===== config.mk =====
export PLATFORM = sky130hd
export DESIGN_NAME = fcs_sequencer
export DESIGN_NICKNAME = d
export VERILOG_FILES = /design/src/rtl/fcs_clkdiv.v /design/src/rtl/fcs_optload.v /design/src/rtl/fcs_sequencer.v
export VERILOG_INCLUDE_DIRS = /design/src /design/src/common
export SDC_FILE = /design/constraint.sdc
export NUM_CORES = 1
export LEC_CHECK = 0
export ABC_AREA = 1
export BUFFER_PORTS_ARGS = -buffer_cell sky130_fd_sc_hd__buf_2
export CORE_MARGIN = 3
export CORE_UTILIZATION = 58
export DETAILED_ROUTE_END_ITERATION = 10
export PLACE_DENSITY_LB_ADDON = 0.25
export REMOVE_ABC_BUFFERS = 1
export SYNTH_ARGS = -nofsm -noshare
export SYNTH_HDL_FRONTEND = slang
export SYNTH_SLANG_ARGS = --single-unit

===== constraint.sdc =====
create_clock -name sys_clk -period 2.2 [get_ports sys_clk]
set_input_delay 0.33 -clock sys_clk [delete_from_list [all_inputs] [get_ports sys_clk]]
set_output_delay 0.33 -clock sys_clk [all_outputs]
set_load 0.03 [all_outputs]

===== src/common/fcs_consts.vh =====
`ifndef FCS_CONSTS_VH
`define FCS_CONSTS_VH
// ==========================================================
// register indices on the plain register port
`define FCS_REG_DIV       4'h0
`define FCS_REG_OPT       4'h1
`define FCS_REG_STAT      4'h2
`define FCS_REG_CMD       4'h3
`define FCS_REG_ADDR      4'h4
`define FCS_REG_DATA      4'h5
`define FCS_REG_MODE      4'h6
`define FCS_REG_MARGIN    4'h7
// ==========================================================
// divider register fields
`define FCS_DIV_LOADED    7
`define FCS_DIV_PRE8      6
// ==========================================================
// status register fields
`define FCS_ST_CBE        7
`define FCS_ST_CC         6
`define FCS_ST_PROTECTION_VIOLATION_FLAG      5
`define FCS_ST_ACCESS_ERROR_FLAG     4
`define FCS_ST_BLANK      2
`define FCS_ST_FAIL       1
`define FCS_STAT_RESET    8'hC0
// ==========================================================
// command codes
`define FCS_CMD_ERSVFY    7'h05
`define FCS_CMD_PROG      7'h20
`define FCS_CMD_BURST     7'h25
`define FCS_CMD_SECERS    7'h40
`define FCS_CMD_MASERS    7'h41
`define FCS_CMD_MARGIN    7'h75
// ==========================================================
// option byte source and timing
`define FCS_OPT_ADDR      16'h7F0E
`define FCS_OPT_FAULT     8'hFF
`define FCS_EV_EXTRA      4'h4
`define FCS_PROG_TICKS    8'h08
`define FCS_ERASE_TICKS   8'h40
`endif


===== src/rtl/fcs_clkdiv.v =====
`timescale 1ns/100ps
`include "fcs_consts.vh"
// timing clock divider: one tick per divided period
module fcs_clkdiv
(
  // clock and reset
  input  wire       sys_clk,
  input  wire       rst_n,
  // setting
  input  wire       enable,
  input  wire       prescale_by_eight,
  input  wire [5:0] divider_value,
  // output
  output reg        tick
);
  reg [2:0] pre_reg;
  reg [5:0] cnt_reg;
  wire      pre_done;
  assign pre_done = !prescale_by_eight || (pre_reg == 3'h7);
  // ========================================================
  // divide by (value+1), optionally by eight first
  always @(posedge sys_clk)
  begin
    if (!rst_n || !enable)
    begin
      pre_reg <= 3'h0;
      cnt_reg <= 6'h00;
      tick    <= 1'b0;
    end
    else
    begin
      tick    <= 1'b0;
      pre_reg <= pre_reg + 3'h1;
      if (pre_done)
      begin
        pre_reg <= 3'h0;
        if (cnt_reg == divider_value)
        begin
          cnt_reg <= 6'h00;
          tick    <= 1'b1;
        end
        else
          cnt_reg <= cnt_reg + 6'h01;
      end
    end
  end
endmodule


===== src/rtl/fcs_optload.v =====
`timescale 1ns/100ps
`include "fcs_consts.vh"
// fetches the option byte from the array after reset
module fcs_optload
(
  // clock and reset
  input  wire        sys_clk,
  input  wire        rst_n,
  // array read port
  output reg         rd_req,
  output wire [15:0] rd_addr,
  input  wire        rd_valid,
  input  wire [7:0]  rd_data,
  input  wire        rd_dbl_fault,
  // result
  output reg  [7:0]  opt_byte,
  output reg         done
);
  assign rd_addr = `FCS_OPT_ADDR; // RULE2
  // ========================================================
  always @(posedge sys_clk)
  begin
    if (!rst_n)
    begin
      rd_req   <= 1'b0;
      opt_byte <= 8'h00;
      done     <= 1'b0;
    end
    else if (!done)
    begin
      rd_req <= 1'b1;
      if (rd_req && rd_valid)
      begin
        rd_req   <= 1'b0;
        done     <= 1'b1;
        // a faulty phrase must not leave half-trusted bits
        opt_byte <= rd_dbl_fault ? `FCS_OPT_FAULT : rd_data; // RULE3 RULE2
      end
    end
  end
endmodule


===== src/rtl/fcs_sequencer.v =====
`timescale 1ns/100ps
`include "fcs_consts.vh"
// Notes on behaviour
// RULE1: option byte readable, writes ignored
// RULE2: reset loads option byte from 0x7F0E
// RULE3: double-bit fault sets all option bits
// RULE4: software sets divider for 150-200 kHz
// RULE5: divider write sets divider-loaded bit
// RULE6: unloaded divider: command aborted, access error
// RULE7: software starts with flags clear, buffer empty
// RULE8: three steps in order, no interleaved writes
// RULE9: address write, command write, launch write
// RULE10: completion sets command complete flag
// RULE11: complete only after all burst commands
// RULE12: decode erase verify, program, burst
// RULE13: decode sector, mass, margin (special only)
// RULE14: mass erase only without protection
// RULE15: software programs erased locations only
// RULE16: erase verify ignores address and data
// RULE17: erase verify takes array size plus few
// RULE18: all erased sets blank flag
// RULE19: non-erased stops; fail set in special
// RULE20: program writes opening data to address
// RULE21: protected program: violation, no launch
// RULE22: invalid code in normal mode: access error
// RULE23: fail cleared only by writing one
// RULE24: launch clears buffer flag; sets when free
// RULE25: no loaded divider: divider idle, no launch
module fcs_sequencer
#(
  parameter AW        = 14,
  parameter ARRAY_CNT = 16384
)
(
  // clock and reset
  input  wire          sys_clk,
  input  wire          rst_n,
  // register port
  input  wire [3:0]    reg_addr,
  input  wire [7:0]    reg_wdata,
  input  wire          reg_wr,
  input  wire          reg_rd,
  output reg  [7:0]    reg_rdata,
  // array write from processor
  input  wire          arr_wr,
  input  wire [AW-1:0] arr_waddr,
  input  wire [15:0]   arr_wdata,
  // protection inputs
  input  wire          prot_hit,
  input  wire          prot_any,
  // array operation port
  output reg           op_prog,
  output reg           op_erase,
  output reg           op_mass,
  output reg  [AW-1:0] op_addr,
  output reg  [15:0]   op_data,
  output reg           op_rd,
  input  wire          arr_erased,
  // option byte fetch
  output reg           opt_rd_req,
  output reg  [15:0]   opt_rd_addr,
  input  wire          opt_rd_valid,
  input  wire [7:0]    opt_rd_data,
  input  wire          opt_dbl_fault,
  // status out
  output reg           cmd_done
);
  localparam S_IDLE  = 5'b00001;
  localparam S_VFY   = 5'b00010;
  localparam S_TAIL  = 5'b00100;
  localparam S_TIMED = 5'b01000;
  localparam S_NEXT  = 5'b10000;
  localparam [1:0] SQ_NONE = 2'h0;
  localparam [1:0] SQ_ADDR = 2'h1;
  localparam [1:0] SQ_CMD  = 2'h2;

  // ========================================================
  // registers
  reg  [7:0]    div_reg;
  reg  [7:0]    stat_reg;
  reg  [6:0]    cmd_reg;
  reg  [AW-1:0] addr_reg;
  reg  [15:0]   data_reg;
  reg           special_reg;
  reg  [15:0]   margin_reg;
  reg  [1:0]    sq_reg;
  reg  [4:0]    state_reg;
  reg  [AW:0]   cnt_reg;
  reg  [7:0]    ticks_reg;
  reg           pend_reg;
  reg  [AW-1:0] pend_addr_reg;
  reg  [15:0]   pend_data_reg;
  reg           burst_reg;
  reg  [6:0]    run_cmd_reg;
  wire          tick;
  wire          ld_rd_req;
  wire [15:0]   ld_rd_addr;
  wire [7:0]    opt_byte;
  wire          opt_done;
  wire          loaded;
  wire          valid_cmd;
  wire          launch;
  wire          busy;
  wire          fail_w1c;
  wire [AW+7:0] addr_wide;

  assign loaded   = div_reg[`FCS_DIV_LOADED];
  assign busy     = (state_reg != S_IDLE);
  assign addr_wide = {8'h00, addr_reg};
  assign fail_w1c = reg_wr && (reg_addr == `FCS_REG_STAT) &&
                    reg_wdata[`FCS_ST_FAIL];
  assign valid_cmd = (reg_wdata[6:0] == `FCS_CMD_ERSVFY) ||
                     (reg_wdata[6:0] == `FCS_CMD_PROG)   ||
                     (reg_wdata[6:0] == `FCS_CMD_BURST)  ||
                     (reg_wdata[6:0] == `FCS_CMD_SECERS) ||
                     (reg_wdata[6:0] == `FCS_CMD_MASERS) ||
                     (special_reg &&
                      reg_wdata[6:0] == `FCS_CMD_MARGIN); // RULE12 RULE13
  assign launch = reg_wr && (reg_addr == `FCS_REG_STAT) &&
                  reg_wdata[`FCS_ST_CBE] && (sq_reg == SQ_CMD) &&
                  stat_reg[`FCS_ST_CBE];

  // ========================================================
  // sub blocks
  fcs_clkdiv u_div
  (
    .sys_clk           (sys_clk),
    .rst_n             (rst_n),
    .enable            (loaded), // RULE25
    .prescale_by_eight (div_reg[`FCS_DIV_PRE8]),
    .divider_value     (div_reg[5:0]),
    .tick              (tick)
  );

  fcs_optload u_opt
  (
    .sys_clk      (sys_clk),
    .rst_n        (rst_n),
    .rd_req       (ld_rd_req),
    .rd_addr      (ld_rd_addr),
    .rd_valid     (opt_rd_valid),
    .rd_data      (opt_rd_data),
    .rd_dbl_fault (opt_dbl_fault),
    .opt_byte     (opt_byte),
    .done         (opt_done)
  );

  // ========================================================
  // option fetch outputs registered
  always @(posedge sys_clk)
  begin
    if (!rst_n)
    begin
      opt_rd_req  <= 1'b0;
      opt_rd_addr <= 16'h0000;
    end
    else
    begin
      opt_rd_req  <= ld_rd_req && !opt_done;
      opt_rd_addr <= ld_rd_addr;
    end
  end

  // ========================================================
  // register writes and command write sequence
  always @(posedge sys_clk)
  begin
    if (!rst_n)
    begin
      div_reg     <= 8'h00;
      special_reg <= 1'b0;
      cmd_reg     <= 7'h00;
      addr_reg    <= {AW{1'b0}};
      data_reg    <= 16'h0000;
      sq_reg      <= SQ_NONE;
    end
    else
    begin
      if (reg_wr && reg_addr == `FCS_REG_DIV)
        div_reg <= {1'b1, reg_wdata[6:0]}; // RULE5
      if (reg_wr && reg_addr == `FCS_REG_MODE)
        special_reg <= reg_wdata[0];
      // array write opens a sequence; a second one aborts
      if (arr_wr && stat_reg[`FCS_ST_CBE])
      begin
        addr_reg <= arr_waddr;
        data_reg <= arr_wdata;
        sq_reg   <= (sq_reg == SQ_NONE) ? SQ_ADDR : SQ_NONE;
      end
      else if (reg_wr && reg_addr == `FCS_REG_CMD)
      begin
        cmd_reg <= reg_wdata[6:0];
        sq_reg  <= (sq_reg == SQ_ADDR && valid_cmd && loaded)
                   ? SQ_CMD : SQ_NONE; // RULE6 RULE22
      end
      else if (launch)
        sq_reg <= SQ_NONE;
      else if (reg_wr && reg_addr == `FCS_REG_STAT &&
               sq_reg != SQ_NONE)
        sq_reg <= SQ_NONE;
    end
  end

  // ========================================================
  // engine and status
  always @(posedge sys_clk)
  begin
    if (!rst_n)
    begin
      stat_reg      <= `FCS_STAT_RESET;
      state_reg     <= S_IDLE;
      cnt_reg       <= {(AW+1){1'b0}};
      ticks_reg     <= 8'h00;
      pend_reg      <= 1'b0;
      pend_addr_reg <= {AW{1'b0}};
      pend_data_reg <= 16'h0000;
      burst_reg     <= 1'b0;
      run_cmd_reg   <= 7'h00;
      margin_reg    <= 16'h0000;
      op_prog       <= 1'b0;
      op_erase      <= 1'b0;
      op_mass       <= 1'b0;
      op_addr       <= {AW{1'b0}};
      op_data       <= 16'h0000;
      op_rd         <= 1'b0;
      cmd_done      <= 1'b0;
    end
    else
    begin
      op_prog  <= 1'b0;
      op_erase <= 1'b0;
      op_mass  <= 1'b0;
      op_rd    <= 1'b0;
      cmd_done <= 1'b0;
      // software clears of the error flags, and of the blank flag in special mode
      if (reg_wr && reg_addr == `FCS_REG_STAT)
      begin
        if (reg_wdata[`FCS_ST_ACCESS_ERROR_FLAG])
          stat_reg[`FCS_ST_ACCESS_ERROR_FLAG] <= 1'b0;
        if (reg_wdata[`FCS_ST_PROTECTION_VIOLATION_FLAG])
          stat_reg[`FCS_ST_PROTECTION_VIOLATION_FLAG] <= 1'b0;
        if (special_reg && reg_wdata[`FCS_ST_BLANK])
          stat_reg[`FCS_ST_BLANK] <= 1'b0;
        if (fail_w1c)
          stat_reg[`FCS_ST_FAIL] <= 1'b0; // RULE23
        if (sq_reg != SQ_NONE && !launch)
          stat_reg[`FCS_ST_ACCESS_ERROR_FLAG] <= 1'b1;
      end
      if (arr_wr && sq_reg != SQ_NONE)
        stat_reg[`FCS_ST_ACCESS_ERROR_FLAG] <= 1'b1;
      if (reg_wr && reg_addr == `FCS_REG_CMD &&
          (sq_reg != SQ_ADDR || !valid_cmd || !loaded))
        stat_reg[`FCS_ST_ACCESS_ERROR_FLAG] <= 1'b1; // RULE6 RULE22
      // launch: protection checked before anything starts
      if (launch)
      begin
        if ((cmd_reg == `FCS_CMD_PROG || cmd_reg == `FCS_CMD_BURST ||
             cmd_reg == `FCS_CMD_SECERS) && prot_hit)
          stat_reg[`FCS_ST_PROTECTION_VIOLATION_FLAG] <= 1'b1; // RULE21
        else if (cmd_reg == `FCS_CMD_MASERS && prot_any)
          stat_reg[`FCS_ST_PROTECTION_VIOLATION_FLAG] <= 1'b1; // RULE14
        else if (busy && !(burst_reg && cmd_reg == `FCS_CMD_BURST))
          stat_reg[`FCS_ST_ACCESS_ERROR_FLAG] <= 1'b1;
        else if (busy)
        begin
          // second burst waits in the buffer stage
          pend_reg      <= 1'b1;
          pend_data_reg <= data_reg;
          stat_reg[`FCS_ST_CBE] <= 1'b0; // RULE24
        end
        else
        begin
          stat_reg[`FCS_ST_CBE]   <= 1'b0; // RULE24
          stat_reg[`FCS_ST_CC]    <= 1'b0;
          stat_reg[`FCS_ST_BLANK] <= 1'b0;
          run_cmd_reg <= cmd_reg;
          burst_reg   <= (cmd_reg == `FCS_CMD_BURST);
          op_addr     <= addr_reg; // RULE20
          op_data     <= data_reg; // RULE20
          ticks_reg   <= 8'h00;
          cnt_reg     <= {(AW+1){1'b0}};
          if (cmd_reg == `FCS_CMD_ERSVFY)
            state_reg <= S_VFY; // RULE16
          else if (cmd_reg == `FCS_CMD_MARGIN)
          begin
            margin_reg <= data_reg;
            state_reg  <= S_TAIL;
          end
          else
            state_reg <= S_TIMED;
        end
      end
      case (state_reg)
        S_IDLE:
          ;
        S_VFY:
        begin
          // one array address per bus cycle
          op_rd   <= 1'b1;
          op_addr <= cnt_reg[AW-1:0];
          if (op_rd && !arr_erased)
          begin
            if (special_reg)
              stat_reg[`FCS_ST_FAIL] <= 1'b1; // RULE19
            cnt_reg   <= {(AW+1){1'b0}};
            state_reg <= S_TAIL;
          end
          else if (cnt_reg == ARRAY_CNT[AW:0])
          begin
            op_rd     <= 1'b0;
            stat_reg[`FCS_ST_BLANK] <= 1'b1; // RULE18
            cnt_reg   <= {(AW+1){1'b0}};
            state_reg <= S_TAIL; // RULE17
          end
          else
            cnt_reg <= cnt_reg + {{AW{1'b0}}, 1'b1}; // RULE17
        end
        S_TIMED:
        begin
          if (tick)
            ticks_reg <= ticks_reg + 8'h01;
          op_prog  <= (run_cmd_reg == `FCS_CMD_PROG) ||
                      (run_cmd_reg == `FCS_CMD_BURST);
          op_erase <= (run_cmd_reg == `FCS_CMD_SECERS);
          op_mass  <= (run_cmd_reg == `FCS_CMD_MASERS);
          // erase runs longer on the divided time base
          if (ticks_reg == (op_prog ? `FCS_PROG_TICKS
                                    : `FCS_ERASE_TICKS))
          begin
            stat_reg[`FCS_ST_CBE] <= 1'b1; // RULE24
            state_reg <= burst_reg ? S_NEXT : S_TAIL;
          end
        end
        S_NEXT:
        begin
          if (pend_reg)
          begin
            pend_reg  <= 1'b0;
            op_addr   <= op_addr + {{(AW-1){1'b0}}, 1'b1}; // RULE12
            op_data   <= pend_data_reg;
            ticks_reg <= 8'h00;
            cnt_reg   <= {(AW+1){1'b0}};
            stat_reg[`FCS_ST_CBE] <= 1'b1;
            state_reg <= S_TIMED;
          end
          else
            state_reg <= S_TAIL; // RULE11
        end
        S_TAIL:
        begin
          cnt_reg <= cnt_reg + {{AW{1'b0}}, 1'b1};
          // a burst buffered during the tail must run first
          if (pend_reg)
            state_reg <= S_NEXT; // RULE11
          else if (cnt_reg[3:0] >= `FCS_EV_EXTRA && !launch)
          begin
            stat_reg[`FCS_ST_CC]  <= 1'b1; // RULE10
            stat_reg[`FCS_ST_CBE] <= 1'b1; // RULE24
            cmd_done  <= 1'b1;
            burst_reg <= 1'b0;
            state_reg <= S_IDLE;
          end
        end
        default:
          state_reg <= S_IDLE;
      endcase
    end
  end

  // ========================================================
  // read data, one cycle after the strobe
  always @(posedge sys_clk)
  begin
    if (!rst_n)
      reg_rdata <= 8'h00;
    else if (reg_rd)
      case (reg_addr)
        `FCS_REG_DIV:    reg_rdata <= div_reg;
        `FCS_REG_OPT:    reg_rdata <= opt_byte; // RULE1
        `FCS_REG_STAT:   reg_rdata <= stat_reg;
        `FCS_REG_CMD:    reg_rdata <= {1'b0, cmd_reg};
        `FCS_REG_ADDR:   reg_rdata <= special_reg ? addr_wide[7:0] : 8'h00;
        `FCS_REG_DATA:   reg_rdata <= special_reg ? data_reg[7:0] : 8'h00;
        `FCS_REG_MODE:   reg_rdata <= {7'h00, special_reg};
        `FCS_REG_MARGIN: reg_rdata <= margin_reg[7:0];
        default:         reg_rdata <= 8'h00;
      endcase
    else
      reg_rdata <= 8'h00;
  end
endmodule


==> impl_metrics.py, run 1 <==
metrics = {
    "outcome": {
        "outcome": "completed",
    },
    "clock_network": {
        "cts_tree": "built",
        "cts_buffers": 17,
        "clkSinkCount": 180,
        "ctsHoldBuffers": 0,
        "worst_skew_pair.late_latency_ps": 440,
        "ctsResizeCount": 0,
        "h-tree-depth": 4,
        "clkTransAtPathRegs_ps": 70,
        "cts.path.max_buffers": 2,
        "cts_setup_buffers": 0,
        "cts_root_buf": "clkbuf_16",
    },
    "sta": {
        "report.final.slew_viol_count": 0,
        "worst_slew_pin_slew_ps": 1060,
        "final_hold_viol_count": 0,
        "min_period_over_period": 0.902,
        "fmaxAchievable_ghz": 0.504,
        "skew_ps": 7.03,
        "grt_setup_unrepaired": "no",
        "slew_headroom": 0.290,
        "fin_crit_ps": 1990,
        "setup_viol_count_final": 0,
    },
    "synthesis": {
        "synth_area_um2": 8730,
        "synth_edf_count": 0,
        "synth_ff_type": "dfxtp_1",
        "ys_types": 44,
        "syn_inst": 1263,
        "syn_area_per_cell_um2": 6.91,
        "async_reset_ff_frac": 0,
        "yosysSeqAreaShare": 0.413,
        "yosys_warnings": 0,
        "synth_seq_cells": 180,
    },
    "route": {
        "wl_mm": 22.6,
        "antenna_left": 0,
        "vias_per_cell": 5.48,
        "first_pass_iters": 5,
        "drc": 0,
        "drt_iter0_markers": 679,
        "routedWlPerCell_um": 14.6,
        "via_count": 8515,
    },
    "pwr": {
        "power_leakage_nw": 4.24,
        "seq_power_share": 0.498,
        "peakVddDrop_v": 0.000514,
        "power.switching_mw": 1.66,
        "p_int_mw": 5.12,
        "p_per_area_nw_per_um2": 681,
        "power_mw": 6.78,
        "p_sw_frac": 0.245,
        "p_comb_frac": 0.065,
        "clockPowerShare": 0.436,
    },
    "finish": {
        "syn2layout_area_growth_pct": 14.0,
        "finalNetCount": 1426,
        "fill_cells": 1307,
        "antennaDiodeCount": 0,
        "post_route_cells_drive_above_1_share": 0.142,
        "final_area_um2": 9950,
    },
    "setup_path": {
        "endpoint_kind": "register",
        "cp_max_fo": 14,
        "cp.arrival_ps": 2350,
        "path_buf_inv": 1,
        "worstPathRequired_ps": 2560,
        "worstSetupPathType": "reg -> reg",
        "crit_chain": "nor2_4 -> nand3_2 -> inv_1 -> o21ai_1 -> nand3_1 -> a21oi_1",
        "path_delay_family": "compound AO/OA/AOI/OAI gates",
        "cp-start-kind": "register",
        "critPathSlowestCell": "o21ai_1",
        "critPathMaxStageDelay_ps": 830,
    },
    "floorplan": {
        "num_rows": 44,
        "die_x_um": 129,
        "die_height_um": 129,
        "pin_count": 120,
        "core_area_um2": 14600,
        "initial_core_util": 0.596,
        "dieArea_um2": 16600,
    },
    "grt": {
        "antenna_found_initial": 0,
        "first_global_vias": 7643,
        "grt_max_degree": 59,
        "grt_pass1_wl_mm": 37.0,
        "overflow": 0,
        "grt_use_total": 0.278,
    },
    "placed_design": {
        "gp_congestion": 0.942,
        "dp_hpwl_mm": 16.2,
        "io_buffers": 113,
        "place_area_um2": 9390,
    },
    "run": {
        "maxCapViolations": 0,
    },
    "min_path": {
        "hp-class": "in -> reg",
    },
}
-- layout make-up --
type	count	area (um2)	share of cell area
sequential	180	3600	0.362
multi-input combinational	853	4150	0.417
inverter	171	643	0.0646
clock buffer	21	470	0.0473
clock inverter	10	97.6	0.00981
timing repair buffer	135	756	0.0759
tap	184	230	0.0231
-- final timing paths --
check	start	to	slack [ps]	cells past startpoint
worst min register to register	u_div.pre_reg[0]	u_div.pre_reg[0]	430	1
worst min-delay path	arr_wdata[10]	data_reg[10]	140	3
worst max-delay path	state_reg[2]	op_addr[6]	210	6
worst max register to register	state_reg[2]	op_addr[6]	210	6
-- cell usage after synthesis, drive strengths merged (5+ instances only) --
| master | count | area [um2] |
|---|---|---|
| nand3 | 99 | 541 |
| inv | 167 | 627 |
| clkbuf | 26 | 97.6 |
| o21ai | 136 | 681 |
| nand2 | 223 | 845 |
| a31oi | 5 | 31.3 |
| nor3 | 13 | 65.1 |
| dfxtp | 180 | 3600 |
| a22oi | 7 | 52.6 |
| ha | 8 | 100 |
| nand4 | 31 | 200 |
| nor2 | 138 | 553 |
| a21oi | 149 | 757 |
| xor2 | 13 | 114 |
| buf | 38 | 255 |
-- metal layers --
layer / track usage / share of wire / vias up
li1: - / - / 4334
met1: 0.371 / 0.45 / 3848
met2: 0.448 / 0.47 / 294
met3: 0.0573 / 0.067 / 39
met4: 0.0976 / 0.021 / 0
met5: 0 / 0 / -
-- per-stage QoR --
stage               utilization  TNS (ps)  setup WS (ps)  cells  hold slack, ps
detailed placement        0.641         0            201   1523             423
global route              0.680         0           3.80   1554             140
floorplan                     -     -4830           -327   1204             358
finish                    0.680         0            215   1554             139
CTS                       0.680         0            281   1554             129
global placement          0.641         0            245   1523             409
-- power groups by stage --
stage	logic, mW	clock network [mW]	registers [mW]
4_1_cts	0.439	2.99	3.38
5_1_grt	0.497	3.11	3.39
6_report	0.443	2.96	3.38
2_1_floorplan	0.230	0	3.46
3_5_place_dp	0.437	0	3.45
3_3_place_gp	0.430	0	3.45
-- tightest hold or removal path, cell delays in order --
cell	delay, ps
buf_2	70
o21ai_0	70
nor2_1	80
-- layout by cell type (no fill, tap or decap), types with 3 or more instances in the layout --
master	n
nand2_1	220
dfxtp_1	180
inv_1	156
a21oi_1	148
nor2_1	132
o21ai_0	124
buf_2	113
nand3_1	93
nand4_1	30
buf_4	20
clkbuf_16	17
nor3_1	13
xor2_1	13
o21ai_1	12
inv_2	11
ha_1	8
a22oi_1	7
conb_1	6
a31oi_1	5
nor2_4	4
nand3_2	4
clkinv_2	4
o22ai_1	4
clkinv_1	3
nand3b_1	3
nand2_2	3
a311oi_1	3
clkbuf_8	3
-- kinds of logic after synthesis --
kind of cell	synth area share
compound gates	0.191
flops	0.413
xor+xnor	0.0130
other cells	0.000429
buf+inv	0.114
simple gates	0.257
fa+ha+maj	0.0115
No activity file was read; power rests on OpenSTA's default activity.
==> run 2: changes to the inputs <==
- ABC_AREA: 1 -> not set
- CORE_UTILIZATION: 58 -> 57
- CTS_CLUSTER_DIAMETER: not set -> 80
==> run 2 against run 1 <==
Synthesized area shrank 4.0%. Worst hold slack got worse by 17 ps. Clock power up 1%. Wire length increased by 2.6%. Clock skew rose by 1.9 ps. Die area down 2.2%. Critical path type unchanged. Flip-flop and latch count unchanged. Register-to-register slack lost 130 ps. Via count decreased by 5.4%. Total power fell by 0.34%.
==> impl_metrics.py, run 2 <==
metrics = {
    "pwr": {
        "power.switching_mw": 1.68,
        "seq_power_share": 0.498,
        "p_int_mw": 5.08,
        "p_comb_frac": 0.059,
        "power_leakage_nw": 4.08,
        "p_per_area_nw_per_um2": 677,
        "p_sw_frac": 0.248,
        "power_mw": 6.76,
        "peakVddDrop_v": 0.000613,
        "clockPowerShare": 0.443,
    },
    "synthesis": {
        "synth_area_um2": 8380,
        "synth_compound_area_frac": 0.169,
        "yosysSeqAreaShare": 0.430,
        "synth_edf_count": 0,
        "muxShareOfSynthArea": 0.0800,
        "synthTopCellsByArea": "dfxtp_1 43%, mux2i_1 6.9%, nand2_1 6.8%",
        "yosysMostFrequentCell": "dfxtp_1",
        "synth_seq_cells": 180,
        "synth_top_family_by_area": "simple AND/OR/NAND/NOR gates",
        "syn_area_per_cell_um2": 8.08,
        "yosys_warnings": 0,
        "async_reset_ff_frac": 0,
        "synthAdderAreaFrac": 0.0119,
        "syn_inst": 1038,
        "synth_ff_type": "dfxtp_1",
        "ys_types": 62,
        "netlist.area_leader.share": 0.430,
        "yosysTopAreaCell": "dfxtp_1",
        "synth_simple_gate_area_frac": 0.228,
        "synth_xor_area_frac": 0.0261,
        "synthTopCellsByCount": "180 x dfxtp_1, 151 x nand2_1, 137 x nor2_1",
    },
    "finish": {
        "antennaDiodeCount": 0,
        "ff_latch_area_um2": 3610,
        "multi_input_area_um2": 4390,
        "final-instance-count-excl-fill": 1353,
        "final_common_cell": "dfxtp_1",
        "syn2layout_area_growth_pct": 19.1,
        "final_area_um2": 9990,
        "fin_util": 0.706,
        "post_route_cells_drive_above_1_share": 0.199,
        "finalNetCount": 1228,
        "fill_cells": 1136,
        "final_cell_mix": "179 x dfxtp_1, 150 x nand2_1, 136 x nor2_1, 114 x buf_2, 97 x a21oi_1",
    },
    "route": {
        "drc": 0,
        "via_count": 8057,
        "drt_iter0_markers": 658,
        "antenna_left": 0,
        "wl_mm": 23.2,
        "routedWlPerCell_um": 17.2,
        "vias_per_cell": 5.95,
        "first_pass_iters": 8,
    },
    "clock_network": {
        "cts_root_buf": "clkbuf_16",
        "cts.path.max_buffers": 2,
        "cts_tree": "built",
        "ctsHoldBuffers": 0,
        "clkSinkCount": 180,
        "worst_skew_pair.late_latency_ps": 440,
        "cts_buffers": 17,
        "clkTransAtPathRegs_ps": 70,
        "h-tree-depth": 4,
    },
    "sta": {
        "slew_headroom": 0.608,
        "worst_slack_ps": 86.3,
        "min_period_over_period": 0.961,
        "skew_ps": 8.91,
        "fin_crit_ps": 2110,
        "report.final.slew_viol_count": 0,
        "setup_tns_ps": 0,
        "hold-worst-slack_ps": 121,
        "final_hold_viol_count": 0,
        "worst_slew_pin_slew_ps": 588,
        "setup_viol_count_final": 0,
        "fmaxAchievable_ghz": 0.473,
    },
    "placed_design": {
        "place_ws_ps": -77.5,
        "place_area_um2": 9310,
        "dp_hpwl_mm": 15.9,
        "gp_congestion": 0.961,
        "dp.cells": 1315,
        "io_buffers": 113,
    },
    "floorplan": {
        "die_x_um": 127,
        "initial_core_util": 0.593,
        "dieArea_um2": 16200,
        "pin_count": 120,
        "core_area_um2": 14100,
        "num_rows": 43,
        "die_height_um": 127,
    },
    "grt": {
        "overflow": 0,
        "grt_max_degree": 126,
        "grt_use_total": 0.284,
        "grt_pass1_wl_mm": 37.3,
        "first_global_vias": 7582,
        "antenna_found_initial": 0,
    },
    "setup_path": {
        "cp-start-kind": "register",
        "worstSetupPathType": "reg -> reg",
        "cp_max_fo": 7,
        "worstPathRequired_ps": 2490,
        "endpoint_kind": "register",
        "rr_worst_depth": 10,
        "cp.arrival_ps": 2410,
    },
    "run": {
        "maxCapViolations": 0,
    },
    "outcome": {
        "outcome": "completed",
    },
    "min_path": {
        "hold_depth": 3,
        "hp-class": "in -> reg",
    },
}
-- run 2: logic make-up (layout without fill, tap and decap cells) --
group / Yosys count / count (layout)
other: 1 / 6
multiplexers: 65 / 65
AND/OR/NAND/NOR: 420 / 420
adder cells (fa/ha/maj): 8 / 8
buffers and inverters: 98 / 228
XOR/XNOR: 25 / 25
flip-flops: 180 / 180
AO/OA/AOI/OAI: 241 / 241
-- run 2: final cells by class --
class | instances | area share
Sequential cell | 180 | 0.361
Clock inverter | 14 | 0.0140
Multi-Input combinational cell | 765 | 0.439
Tap cell | 180 | 0.0226
Clock buffer | 18 | 0.0440
Timing Repair Buffer | 178 | 0.112
Inverter | 18 | 0.00689
-- run 2: metal layers --
layer  wire, um  global-route usage  share of wire  up-vias
li1           -                   -              -     3870
met1       9740               0.365           0.42     3771
met2      11100               0.465           0.48      351
met3       1670              0.0581          0.072       65
met4        718               0.124          0.031        0
met5          0                   0              0        -
-- run 2: path summary, 6_finish.rpt --
path / from / end / slack, ps
max: cnt_reg[0] / cnt_reg[6] / 90
min: arr_wdata[6] / data_reg[6] / 120
max reg2reg: cnt_reg[0] / cnt_reg[6] / 90
min reg2reg: u_div.pre_reg[0] / u_div.pre_reg[0] / 450
-- run 2: power groups by stage --
stage	Sequential, mW	Clock, mW	Combinational (mW)
floorplan	3.44	0	0.183
global placement	3.44	0	0.391
detailed placement	3.44	0	0.396
CTS	3.36	3.04	0.399
global route	3.37	3.17	0.441
finish	3.36	3.00	0.400
-- run 2: repair_timing --
item                                    in CTS  in global routing
endpoints found under the setup margin       0                 88
gates resized for setup                      0                 15
buffers inserted                             0                  4
-- run 2: critical path, stage by stage, from the launching register on --
cell and delay [ps]:
dfxtp_1 350, inv_1 110, ha_1 150, nor4bb_1 320, nand4_1 140, buf_4 190, a31oi_4 190, buf_4 200
nor2_1 70, o21ai_0 170, a21oi_1 90
==> run 3: changes to the inputs <==
- CORE_MARGIN: 3 -> not set
==> run 3 against run 2 <==
Sequential power is essentially flat. Non-clock buffer count up 5. First-iteration DRC count increased by 30%. Wire length down 1.0%. Critical path depth decreased by 4. Worst hold slack gained 2.2 ps. Final cell count rose by 0.44%. Clock power hardly changed. Fmax fell by 3.6%. Global-route usage up 2.4 points. Worst setup slack lost 78 ps. Total power rose by 0.20%. Largest power group unchanged.
==> impl_metrics.py, run 3 (same netlist as run 2, synthesis figures left out) <==
metrics = {
    "outcome": {
        "outcome": "completed",
    },
    "pwr": {
        "p_comb_frac": 0.060,
        "power_leakage_nw": 4.12,
        "seq_power_share": 0.497,
        "p_sw_frac": 0.260,
        "clockPowerShare": 0.444,
        "p_int_mw": 5.02,
        "power.switching_mw": 1.76,
        "p_per_area_nw_per_um2": 675,
        "power_mw": 6.77,
        "peakVddDrop_v": 0.000542,
    },
    "finish": {
        "ff_latch_area_um2": 3610,
        "fill_cells": 1172,
        "final_common_cell": "dfxtp_1",
        "syn2layout_area_growth_pct": 19.6,
        "post_route_cells_drive_above_1_share": 0.200,
        "fin_util": 0.711,
        "finalNetCount": 1233,
        "final-instance-count-excl-fill": 1359,
        "multi_input_area_um2": 4360,
        "final_area_um2": 10000,
        "final_cell_mix": "178 x dfxtp_1, 150 x nand2_1, 137 x nor2_1, 113 x buf_2, 97 x a21oi_1",
    },
    "run": {
        "maxCapViolations": 0,
    },
    "placed_design": {
        "place_ws_ps": -95.8,
        "gp_congestion": 0.913,
        "dp_hpwl_mm": 15.8,
        "place_area_um2": 9390,
        "dp.cells": 1323,
        "io_buffers": 113,
    },
    "min_path": {
        "hold_depth": 3,
        "whs_endpoint": "data_reg[14]",
        "hp-start": "arr_wdata[14]",
        "hp-class": "in -> reg",
    },
    "grt": {
        "grt_use_total": 0.308,
        "grt_pass1_wl_mm": 35.9,
        "antenna_found_initial": 1,
        "first_global_vias": 7159,
        "grt_max_degree": 64,
        "overflow": 0,
    },
    "sta": {
        "skew_ps": 16.3,
        "fin_crit_ps": 2190,
        "worst_slack_ps": 8.39,
        "final_hold_viol_count": 0,
        "slew_headroom": 0.573,
        "min_period_over_period": 0.996,
        "fmaxAchievable_ghz": 0.456,
        "report.final.slew_viol_count": 0,
        "grt_setup_unrepaired": "yes",
        "worst_slew_pin_slew_ps": 638,
        "setup_viol_count_final": 0,
    },
    "setup_path": {
        "timing.rr.start": "state_reg[3]",
        "cp.arrival_ps": 2510,
        "cp_max_fo": 5,
        "worstSetupPathType": "reg -> reg",
        "worstPathRequired_ps": 2520,
        "r2r-end": "margin_reg[6]",
        "regToRegSetupSlack_ps": 8,
        "cp-start-kind": "register",
        "endpoint_kind": "register",
        "rr_worst_depth": 6,
    },
    "route": {
        "drc": 0,
        "vias_per_cell": 5.93,
        "antenna_left": 0,
        "wl_mm": 23.0,
        "first_pass_iters": 5,
        "via_count": 8059,
        "routedWlPerCell_um": 16.9,
        "drt_iter0_markers": 854,
    },
    "floorplan": {
        "die_x_um": 123,
        "dieArea_um2": 15200,
        "core_area_um2": 14100,
        "initial_core_util": 0.595,
        "pin_count": 120,
        "die_height_um": 123,
        "num_rows": 43,
    },
    "clock_network": {
        "clkSinkCount": 180,
        "cts_buffers": 17,
        "cts_root_buf": "clkbuf_16",
        "cts.path.max_buffers": 2,
        "worst_skew_pair.late_latency_ps": 440,
        "cts_tree": "built",
        "clkTransAtPathRegs_ps": 80,
        "h-tree-depth": 4,
    },
}
==> run 3: changes by cell type in the layout (fill, tap and decap cells not counted), moves of 2 or more <==
cell / change
inv_6: -2
inv_8: +2
buf_4: +4
dfxtp_2: +2
clkinv_2: -2
a31oi_1: +2
clkinv_8: +3
==> run 3: cell type report <==
class	instances	share of cell area
Antenna cell	1	0.000250
Clock buffer	18	0.0438
Clock inverter	14	0.0155
Inverter	18	0.00686
Multi-Input combinational cell	765	0.435
Sequential cell	180	0.360
Tap cell	180	0.0225
Timing Repair Buffer	183	0.117
==> run 3: stage by stage <==
step	setup TNS, ps	hold WS, ps
floorplan	-16080	358
global placement	-132	425
detailed placement	-1020	431
CTS	0	114
global route	-204	120
finish	0	124
==> run 3: how the worst max path moves through the flow <==
stage	start	end	depth (start not counted)
floorplan	opt_rd_addr[13]	opt_rd_addr[10]	0
global placement	reg_addr[3]	state_reg[2]	7
detailed placement	reg_addr[3]	state_reg[2]	7
CTS	state_reg[2]	state_reg[2]	6
global route	state_reg[3]	margin_reg[2]	6
finish	state_reg[3]	margin_reg[6]	6
==> run 3: timing repair <==
action | CTS | global route
hold buffers | 0 | 0
pin swaps | 0 | 5
cloned | 0 | 1
setup endpoints to repair | 3 | 12
buffers inserted | 0 | 2
endpoints found under the hold margin | 0 | 0
gates resized for setup | 2 | 8
==> run 3: metal layers <==
layer,part of all wire,track usage
met3,0.073,0.0646
met4,0.024,0.111
met5,0,0
met1,0.43,0.406
met2,0.48,0.498
==> run 3: power groups by stage <==
stage / combinational [mW] / sequential, mW / clock (mW)
global placement: 0.390 / 3.44 / 0
detailed placement: 0.396 / 3.44 / 0
finish: 0.404 / 3.36 / 3.00
floorplan: 0.183 / 3.44 / 0
CTS: 0.398 / 3.36 / 3.04
global route: 0.441 / 3.37 / 3.17
==> run 3: worst max-delay path, stage by stage (launching register included) <==
cell and delay [ps]:
dfxtp_2 330, or4b_4 540, or2_4 290, or4_4 540
buf_6 160, mux2i_1 160, nor2_1 60
